==> src/rtl/sfscr_pkg.sv <==
package sfscr_pkg;

  // Status byte layout, bit7 down to bit0
  typedef struct packed {
    logic       lock;
    logic       quad;
    logic [3:0] level;
    logic       write_enable_latch;
    logic       busy;
  } sfscr_status_t;

  // Configuration byte layout, bit7 down to bit0
  typedef struct packed {
    logic [1:0] dummy;
    logic       wide;
    logic       rsvd;
    logic       origin;
    logic [2:0] drive;
  } sfscr_config_t;

  // Frame states, Gray coded along opcode -> data
  typedef enum logic [1:0] {
    ST_OPCODE  = 2'b00,
    ST_DATAOUT = 2'b01,
    ST_DATAIN  = 2'b11,
    ST_IGNORE  = 2'b10
  } sfscr_state_t;

  // Reset values
  localparam logic [7:0] STATUS_RESET     = 8'h00;
  localparam logic [2:0] DRIVE_30_OHM     = 3'h7;
  localparam logic [1:0] DUMMY_RESET      = 2'h0;
  localparam logic [1:0] DUMMY_HIGH_FREQ  = 2'h3;

  // Framing counts
  localparam logic [4:0] SPI_OPCODE_LAST  = 5'h07;
  localparam logic [4:0] QPI_OPCODE_LAST  = 5'h01;
  localparam logic [4:0] UNIT_CNT_MAX     = 5'h1f;
  localparam logic [6:0] DATA_BITS_SHORT  = 7'h08;
  localparam logic [6:0] DATA_BITS_LONG   = 7'h10;
  localparam logic [2:0] SPI_BIT_LAST     = 3'h7;
  localparam logic [1:0] ID_BYTE_LAST     = 2'h2;

  // Fixed opcode and timing base
  localparam logic [7:0] QUAD_ID_OPCODE   = 8'hAF;
  localparam int         CLK_PERIOD_NS    = 8;

endpackage

==> src/rtl/sfscr_regs.sv <==
`timescale 1ns/1ps
// Overview of operation
// - After the quad identify opcode, ID bits change on each falling clock, MSB first.
// - ID stream sends maker, type, density bytes repeatedly until chip select rises.
// - Status byte is readable at any time, even while busy.
// - Configuration byte is readable at any time, even while busy.
// - Opcodes take eight single-line clocks, or two nibble clocks in quad mode.
// - Status bit0 is the volatile busy flag, high during program, erase, status write.
// - Status bit1 write-enable latch gates program, erase and status write acceptance.
// - Program or erase aimed at the protected area is silently ignored.
// - Status bits 5..2 hold protect levels, default zero, changed only by status write.
// - Chip erase runs only when all four protect levels are zero.
// - Status bit6 quad enable disables write-protect, reset pin and hardware protection.
// - Lock bit7 with write-protect low refuses status writes.
// - Config bits 7..6 dummy select, reset 00, written by status write.
// - Without high-frequency support, writing dummy select 11 leaves it unchanged.
// - Config bits 2..0 drive strength, default 30 ohm, written by status write.
// - Config bit3 protect origin is one-time settable to bottom by status write.
// - Config bit5 wide addressing set by enter, cleared by exit or reset.
// - Status write executes only if chip select rises after exactly 8 or 16 bits.
// - Busy stays high for the write time, then busy and latch clear.
module sfscr_regs
  import sfscr_pkg::*;
#(
  parameter logic [7:0] STATUS_READ_OPCODE = 8'h05,
  parameter logic [7:0] CONFIG_READ_OPCODE = 8'h15,
  parameter logic [7:0] STATUS_WRITE_OPCODE = 8'h01,
  parameter logic [7:0] WRITE_ENABLE_OPCODE = 8'h06,
  parameter logic [7:0] WRITE_DISABLE_OPCODE = 8'h04,
  parameter logic [7:0] ENTER_WIDE_OPCODE  = 8'hB7,
  parameter logic [7:0] EXIT_WIDE_OPCODE   = 8'hE9,
  parameter logic [7:0] MAKER_CODE         = 8'h5A, // Arbitrary value
  parameter logic [7:0] TYPE_CODE          = 8'h11, // Arbitrary value
  parameter logic [7:0] DENSITY_CODE       = 8'h22, // Arbitrary value
  parameter bit         HIGH_FREQ          = 1'b0,
  parameter int         STATUS_WRITE_TIME_US = 40
) (
  // Clock and reset
  input  wire logic          sys_clk_in,
  input  wire logic          resetn_in,
  // Serial link pins
  input  wire logic          sclk_in,
  input  wire logic          cs_n_in,
  input  wire logic [3:0]    sio_in,
  output logic      [3:0]    sio_out,
  output logic      [3:0]    sio_oe_out,
  input  wire logic          quad_mode_in,
  input  wire logic          reset_pin_n_in,
  // Array engine handshake
  input  wire logic          pe_req_in,
  input  wire logic          pe_chip_erase_in,
  input  wire logic          pe_in_protected_in,
  input  wire logic          pe_done_in,
  output logic               pe_start_out,
  // Register views
  output sfscr_status_t      status_out,
  output sfscr_config_t      config_out,
  output logic               hardware_protect_mode_out
);

  localparam int TW_CYCLES = (STATUS_WRITE_TIME_US * 1000 + CLK_PERIOD_NS - 1) / CLK_PERIOD_NS;
  localparam logic [19:0] TW_LOAD = 20'(TW_CYCLES);
  localparam logic [19:0] TW_ONE  = 20'h0_0001;

  // Timer width and assertion window need a sane write time
  if (TW_CYCLES < 9 || TW_CYCLES > 20'hF_FFFF) begin : g_bad_tw
    $error("status write time out of range");
  end

  // Pin synchronisers; stage one feeds stage two only
  logic       sclk_q1, sclk_q2, sclk_q3;
  logic       cs_q1, cs_q2, cs_q3;
  logic [3:0] sio_q1, sio_q2;
  logic       qpi_q1, qpi_q2, rpin_q1, rpin_q2;

  always_ff @(posedge sys_clk_in) begin
    sclk_q1 <= sclk_in;
    sclk_q2 <= sclk_q1;
    sclk_q3 <= sclk_q2;
    cs_q1   <= cs_n_in;
    cs_q2   <= cs_q1;
    cs_q3   <= cs_q2;
    sio_q1  <= sio_in;
    sio_q2  <= sio_q1;
    qpi_q1  <= quad_mode_in;
    qpi_q2  <= qpi_q1;
    rpin_q1 <= reset_pin_n_in;
    rpin_q2 <= rpin_q1;
  end

  // Frame state
  sfscr_state_t  state_reg;
  logic [4:0]    unit_cnt_reg;
  logic [15:0]   shift_reg;
  logic [7:0]    cmd_reg;
  logic [2:0]    ptr_reg;
  logic [1:0]    idx_reg;
  logic          drive_reg;
  logic [3:0]    sio_q_reg;
  sfscr_status_t status_reg;
  sfscr_config_t config_reg;
  logic [19:0]   tw_cnt_reg;
  logic          pe_busy_reg;

  // Edge and frame decode
  wire        qpi        = qpi_q2;
  wire        cs_low     = ~cs_q2;
  wire        sclk_rise  = sclk_q2 & ~sclk_q3 & cs_low;
  wire        sclk_fall  = ~sclk_q2 & sclk_q3 & cs_low;
  wire        cs_rise    = cs_q2 & ~cs_q3;
  wire [15:0] shift_next = qpi ? {shift_reg[11:0], sio_q2} : {shift_reg[14:0], sio_q2[0]};
  wire [4:0]  opc_last   = qpi ? QPI_OPCODE_LAST : SPI_OPCODE_LAST;
  wire        opc_done   = sclk_rise & (state_reg == ST_OPCODE) & (unit_cnt_reg == opc_last);
  wire [7:0]  opcode     = shift_next[7:0];
  wire        is_read    = (opcode == STATUS_READ_OPCODE) | (opcode == CONFIG_READ_OPCODE)
                         | (opcode == QUAD_ID_OPCODE);
  wire        busy       = status_reg.busy;

  // Opcode steers the rest of the frame
  sfscr_state_t state_after_opc;
  assign state_after_opc = is_read ? ST_DATAOUT :
                           (opcode == STATUS_WRITE_OPCODE) ? ST_DATAIN : ST_IGNORE;

  always_ff @(posedge sys_clk_in) begin
    if (!resetn_in || !cs_low) begin
      state_reg    <= ST_OPCODE;
      unit_cnt_reg <= 5'h00;
    end else if (opc_done) begin
      state_reg    <= state_after_opc;
      unit_cnt_reg <= 5'h00;
    end else if (sclk_rise && unit_cnt_reg != UNIT_CNT_MAX) begin
      unit_cnt_reg <= unit_cnt_reg + 5'h01;
    end
  end

  // Shifter and latched opcode
  always_ff @(posedge sys_clk_in) begin
    if (!resetn_in) begin
      shift_reg <= 16'h0000;
      cmd_reg   <= 8'h00;
    end else begin
      if (sclk_rise) shift_reg <= shift_next;
      if (opc_done) cmd_reg <= opcode;
    end
  end

  // Readout source; live register values so reads work while busy
  logic [7:0] id_byte;
  assign id_byte = (idx_reg == 2'h0) ? MAKER_CODE :
                   (idx_reg == 2'h1) ? TYPE_CODE : DENSITY_CODE;
  wire [7:0] cur_byte = (cmd_reg == STATUS_READ_OPCODE) ? status_reg :
                        (cmd_reg == CONFIG_READ_OPCODE) ? config_reg : id_byte;
  wire       unit_last = qpi ? ptr_reg[0] : (ptr_reg == SPI_BIT_LAST);
  wire [1:0] idx_wrap  = (idx_reg == ID_BYTE_LAST) ? 2'h0 : idx_reg + 2'h1;
  wire [1:0] idx_next  = (cmd_reg == QUAD_ID_OPCODE) ? idx_wrap : 2'h0;
  wire [3:0] nibble    = ptr_reg[0] ? cur_byte[3:0] : cur_byte[7:4];
  wire [3:0] out_next  = qpi ? nibble : {2'b00, cur_byte[~ptr_reg], 1'b0};
  wire       out_step  = sclk_fall & (state_reg == ST_DATAOUT);

  // Output data changes on the falling clock, MSB first
  always_ff @(posedge sys_clk_in) begin
    if (!resetn_in || !cs_low) begin
      drive_reg <= 1'b0;
      sio_q_reg <= 4'h0;
      ptr_reg   <= 3'h0;
      idx_reg   <= 2'h0;
    end else if (out_step) begin
      drive_reg <= 1'b1;
      sio_q_reg <= out_next;
      ptr_reg   <= unit_last ? 3'h0 : ptr_reg + 3'h1;
      if (unit_last) idx_reg <= idx_next;
    end
  end

  assign sio_out    = sio_q_reg;
  assign sio_oe_out = !drive_reg ? 4'h0 : (qpi ? 4'hF : 4'h2);

  // Status write qualification at frame end
  wire [6:0] data_bits = qpi ? {unit_cnt_reg, 2'b00} : {2'b00, unit_cnt_reg};
  wire       long_wr   = (data_bits == DATA_BITS_LONG);
  wire       len_ok    = (data_bits == DATA_BITS_SHORT) | long_wr;
  wire       wp_n      = sio_q2[2];
  wire       hw_lock   = status_reg.lock & ~wp_n & ~status_reg.quad;
  wire       sw_end    = cs_rise & (state_reg == ST_DATAIN);
  wire       sw_go     = sw_end & len_ok & status_reg.write_enable_latch & ~busy & ~hw_lock;
  sfscr_status_t new_st;
  sfscr_config_t new_cf;
  assign new_st = long_wr ? shift_reg[15:8] : shift_reg[7:0];
  assign new_cf = shift_reg[7:0];
  wire [1:0] dummy_wr = (new_cf.dummy == DUMMY_HIGH_FREQ && !HIGH_FREQ) ? config_reg.dummy
                                                                         : new_cf.dummy;

  // One-byte commands execute on chip select rise with no extra clocks
  wire simple_go = cs_rise & (state_reg == ST_IGNORE) & (unit_cnt_reg == 5'h00) & ~busy;
  wire do_wren   = simple_go & (cmd_reg == WRITE_ENABLE_OPCODE);
  wire do_wrdi   = simple_go & (cmd_reg == WRITE_DISABLE_OPCODE);
  wire do_enter  = simple_go & (cmd_reg == ENTER_WIDE_OPCODE);
  wire do_exit   = simple_go & (cmd_reg == EXIT_WIDE_OPCODE);
  wire pin_reset = ~rpin_q2 & ~status_reg.quad;
  wire tw_done   = (tw_cnt_reg == TW_ONE);

  // Array engine gate; protected targets vanish without a trace
  assign pe_start_out = pe_req_in & status_reg.write_enable_latch & ~busy & ~pe_in_protected_in
                      & (~pe_chip_erase_in | (status_reg.level == 4'h0));
  assign hardware_protect_mode_out = hw_lock;

  // Self-timed write cycle counter
  always_ff @(posedge sys_clk_in) begin
    if (!resetn_in) begin
      tw_cnt_reg <= 20'h0_0000;
    end else if (sw_go) begin
      tw_cnt_reg <= TW_LOAD;
    end else if (tw_cnt_reg != 20'h0_0000) begin
      tw_cnt_reg <= tw_cnt_reg - TW_ONE;
    end
  end

  // Array engine busy; a new start wins over a done
  always_ff @(posedge sys_clk_in) begin
    if (!resetn_in) pe_busy_reg <= 1'b0;
    else if (pe_start_out) pe_busy_reg <= 1'b1;
    else if (pe_done_in) pe_busy_reg <= 1'b0;
  end

  // Status byte; nonvolatile bits restart at zero as nothing is stored
  always_ff @(posedge sys_clk_in) begin
    if (!resetn_in) begin
      status_reg <= STATUS_RESET;
    end else begin
      status_reg.busy <= (tw_cnt_reg != 20'h0_0000 && !tw_done) | sw_go | pe_busy_reg | pe_start_out;
      if (sw_go) begin
        status_reg.lock  <= new_st.lock;
        status_reg.quad  <= new_st.quad;
        status_reg.level <= new_st.level;
      end
      if (tw_done || (pe_done_in && pe_busy_reg) || do_wrdi || pin_reset) status_reg.write_enable_latch <= 1'b0;
      if (do_wren) status_reg.write_enable_latch <= 1'b1;
    end
  end

  // Configuration byte
  always_ff @(posedge sys_clk_in) begin
    if (!resetn_in) begin
      config_reg <= {DUMMY_RESET, 1'b0, 1'b0, 1'b0, DRIVE_30_OHM};
    end else begin
      if (sw_go && long_wr) begin
        config_reg.dummy  <= dummy_wr;
        config_reg.drive  <= new_cf.drive;
        config_reg.origin <= config_reg.origin | new_cf.origin;
      end
      if (do_exit || pin_reset) config_reg.wide <= 1'b0;
      if (do_enter) config_reg.wide <= 1'b1;
      config_reg.rsvd <= 1'b0;
    end
  end

  assign status_out = status_reg;
  assign config_out = config_reg;
endmodule

==> config.mk <==
export PLATFORM = sky130hd
export DESIGN_NAME = sfscr_regs
export DESIGN_NICKNAME = d
export VERILOG_FILES = /design/src/rtl/sfscr_pkg.sv /design/src/rtl/sfscr_regs.sv
export SDC_FILE = /design/constraint.sdc
export NUM_CORES = 1
export LEC_CHECK = 0
export BUFFER_PORTS_ARGS = -buffer_cell sky130_fd_sc_hd__buf_2
export CAP_MARGIN = 20
export CORE_UTILIZATION = 30
export CTS_CLUSTER_SIZE = 12
export DETAILED_ROUTE_END_ITERATION = 10
export SYNTH_ARGS = -nofsm -noshare
export SYNTH_HDL_FRONTEND = slang
export SYNTH_SLANG_ARGS = --single-unit
==> constraint.sdc <==
create_clock -name sys_clk_in -period 2 [get_ports sys_clk_in]
set_input_delay 0.5 -clock sys_clk_in [delete_from_list [all_inputs] [get_ports sys_clk_in]]
set_output_delay 0.5 -clock sys_clk_in [all_outputs]
set_load 0.02 [all_outputs]
==> results.py <==
metrics = {
    "sta": {
        "setup_ws_ps": -47.7,
        "fin_crit_sh_pct": 102,
        "clock_skew_ps": 6.48,
        "hold_viol_final": 0,
        "maxSlewViolCount": 0,
        "whs_ps": 258,
        "timing.fmax_mhz": 488,
        "period_minus_slack_ps": 2050,
        "finalSetupViolations": 1,
        "rsz0062_at_grt": "true",
    },
    "global_routing": {
        "grtUsageTotal_pct": 14.7,
        "antenna_found_initial": 0,
        "grt_pass1_vias": 3654,
        "grt_pass1_wl_um": 18300,
        "grt_max_degree": 32,
        "grt_overflow": 0,
    },
    "detailed_routing": {
        "dr.pass1.iters": 5,
        "first_iter_violations": 243,
        "routedWlPerCell_um": 15.0,
        "via_per_inst": 5.02,
        "drc": 0,
        "wirelength_um": 11000,
        "via_count": 3707,
        "ant_nets": 0,
    },
    "cts": {
        "cts_tree": "yes",
        "path_clk_slew_ps": 60,
        "htreeDepth": 3,
        "cts-buffers-inserted": 9,
        "cts.sinks": 95,
        "cts_buffer_depth": 2,
        "clk_latency_ps": 340,
        "root_buffer": "clkbuf_16",
    },
    "power_and_ir_drop": {
        "pwr-share-clk_pct": 43.8,
        "swShare_pct": 20.9,
        "seqPwrFrac_pct": 51.7,
        "power_switching_mw": 0.790,
        "internal_power_mw": 3.00,
        "total_leakage_power_nw": 2.50,
        "combPwrFrac_pct": 4.5,
        "powerDensity_nw_per_um2": 683,
        "vdd_ir_drop_max_v": 0.000402,
        "total_power_mw": 3.79,
    },
    "worst_setup_path": {
        "worstPathMaxFanout": 2,
        "endpoint_kind": "primary output",
        "crit_type": "reg -> out",
        "cp_slowest_cell": "or4_4",
        "critPathMaxStageDelay_ps": 600,
        "cp-start-kind": "flip-flop",
        "arrival_ps": 1550,
        "crit_buf_inv": 1,
        "crit_chain": "or4_4 > a21oi_4 > buf_6",
        "crit_family": "simple AND/OR/NAND/NOR gates",
        "cp_data_required_time_ps": 1500,
    },
    "yosys": {
        "synthCells": 481,
        "synth_flop_cell": "dfxtp_1",
        "syn_nets": 504,
        "synth-edff-count": 0,
        "ys_ff_latch": 95,
        "yosysWarningCount": 0,
        "synth_cell_types": 59,
        "yosysTopAreaCell": "dfxtp_1",
        "synth_area_leaders": "dfxtp_1, mux2i_1, o211a_1",
        "synth_top_cell_area_share_pct": 42.3,
        "ys_seq_area_share_pct": 42.3,
        "synthArstFlopShare_pct": 0,
        "postSynthAreaPerCell_um2": 9.34,
        "syn-cell-area_um2": 4490,
    },
    "layout": {
        "stdcell_count": 738,
        "final_cell_mix": "dfxtp_1, buf_4, nand2_1",
        "largest_register_ff_count": 20,
        "area_growth_pct": 23.4,
        "num_antenna_cells": 0,
        "drive_above_1_share_pct": 25.8,
        "mostFrequentLayoutCell": "dfxtp_1",
        "finalNetCount": 574,
    },
    "placed_design": {
        "dp_hpwl_um": 8130,
        "dp_cells": 722,
        "preCtsSetupSlack_ps": -83.5,
        "routabilityCongestion": 0.860,
        "io_buffers": 38,
    },
    "flow_run": {
        "cap_violations": 0,
    },
    "die": {
        "start_util_pct": 30.8,
        "core_area_um2": 14600,
        "die_y_um": 124,
        "fp.dieArea_um2": 15500,
        "rows": 44,
        "ios": 40,
        "dieWidth_um": 124,
    },
    "run_status": {
        "status": "complete, but fails checks",
        "violations": "negative setup slack",
    },
    "min_path": {
        "min_path_type": "in -> reg",
    },
}
## cell families (layout without fill, tap and decap cells)
| kind of cell | Yosys count | count (layout) | share of synthesized area (%) |
|---|---|---|---|
| simple gates | 183 | 183 | 22.1 |
| flops | 95 | 95 | 42.3 |
| compound gates | 82 | 82 | 13.6 |
| mux | 47 | 47 | 11.0 |
| buf+inv | 43 | 116 | 4.32 |
| xor+xnor | 21 | 21 | 4.09 |
| fa+ha+maj | 9 | 9 | 2.51 |
| other cells | 1 | 1 | 0.0835 |
## cells in the mapped netlist, types with 6 or more instances
| cell | number |
|---|---|
| ha_1 | 9 |
| nand2_1 | 43 |
| o211a_1 | 22 |
| nor2b_1 | 14 |
| clkbuf_1 | 16 |
| xnor2_1 | 10 |
| nor3b_1 | 6 |
| inv_1 | 11 |
| nand3_1 | 18 |
| nor2_1 | 42 |
| a21oi_1 | 18 |
| or3_1 | 6 |
| o21ai_0 | 11 |
| mux2i_1 | 36 |
| dfxtp_1 | 95 |
| nor3_1 | 9 |
| buf_2 | 8 |
| xor2_1 | 11 |
| buf_4 | 6 |
| nand2b_1 | 7 |
| o21a_1 | 8 |
| nand3b_1 | 6 |
| mux2_2 | 10 |
## layout make-up
class	count	area, µm²
clock inverters	1	30.0
well taps	184	230
fillers	1426	9040
flip-flops and latches	95	1910
clock buffers	13	250
inverters	12	45.0
multi-input cells	343	2480
repair buffers	90	603
## routing by layer
metal | global-route usage, % | vias to the layer above | wire, µm
met4 | 5.10 | 0 | 206
li1 | - | 1840 | -
met3 | 4.47 | 15 | 620
met2 | 22.8 | 84 | 5100
met1 | 19.3 | 1768 | 5110
met5 | 0 | - | 0
## path summary, 6_finish.rpt
| path | startpoint | slack [ps] | cells after the start | endpoint |
|---|---|---|---|---|
| setup / recovery | status_out[4] | -50 | 3 | pe_start_out |
| hold reg to reg | sio_q1[3] | 330 | 0 | sio_q2[3] |
| setup reg to reg | tw_cnt_reg[12] | 70 | 7 | tw_cnt_reg[7] |
| hold / removal | sclk_in | 260 | 1 | sclk_q1 |
## power groups by stage
stage | registers, mW | clock network (mW) | logic [mW]
4_1_cts | 1.96 | 1.71 | 0.170
2_1_floorplan | 1.99 | 0 | 0.108
3_5_place_dp | 2.00 | 0 | 0.168
5_1_grt | 1.96 | 1.79 | 0.186
3_3_place_gp | 2.00 | 0 | 0.164
6_report | 1.96 | 1.66 | 0.170
## stage by stage
step | setup TNS (ps) | cell area (µm²) | util (%)
after floorplan | 0 | 4510 | -
after global placement | -24.0 | 5170 | 35.4
after detailed placement | -259 | 5170 | 35.4
after CTS | -39.4 | 5490 | 37.6
after global routing | -109 | 5550 | 38.0
final | -47.7 | 5550 | 38.0
## timing repair
action	CTS	global route
setup buffers	1	1
gates resized for setup	10	13
setup endpoints to repair	8	22
hold buffers	0	0
endpoints found under the hold margin	0	0
pin swaps	3	3
No activity file was read; power rests on OpenSTA's default activity.
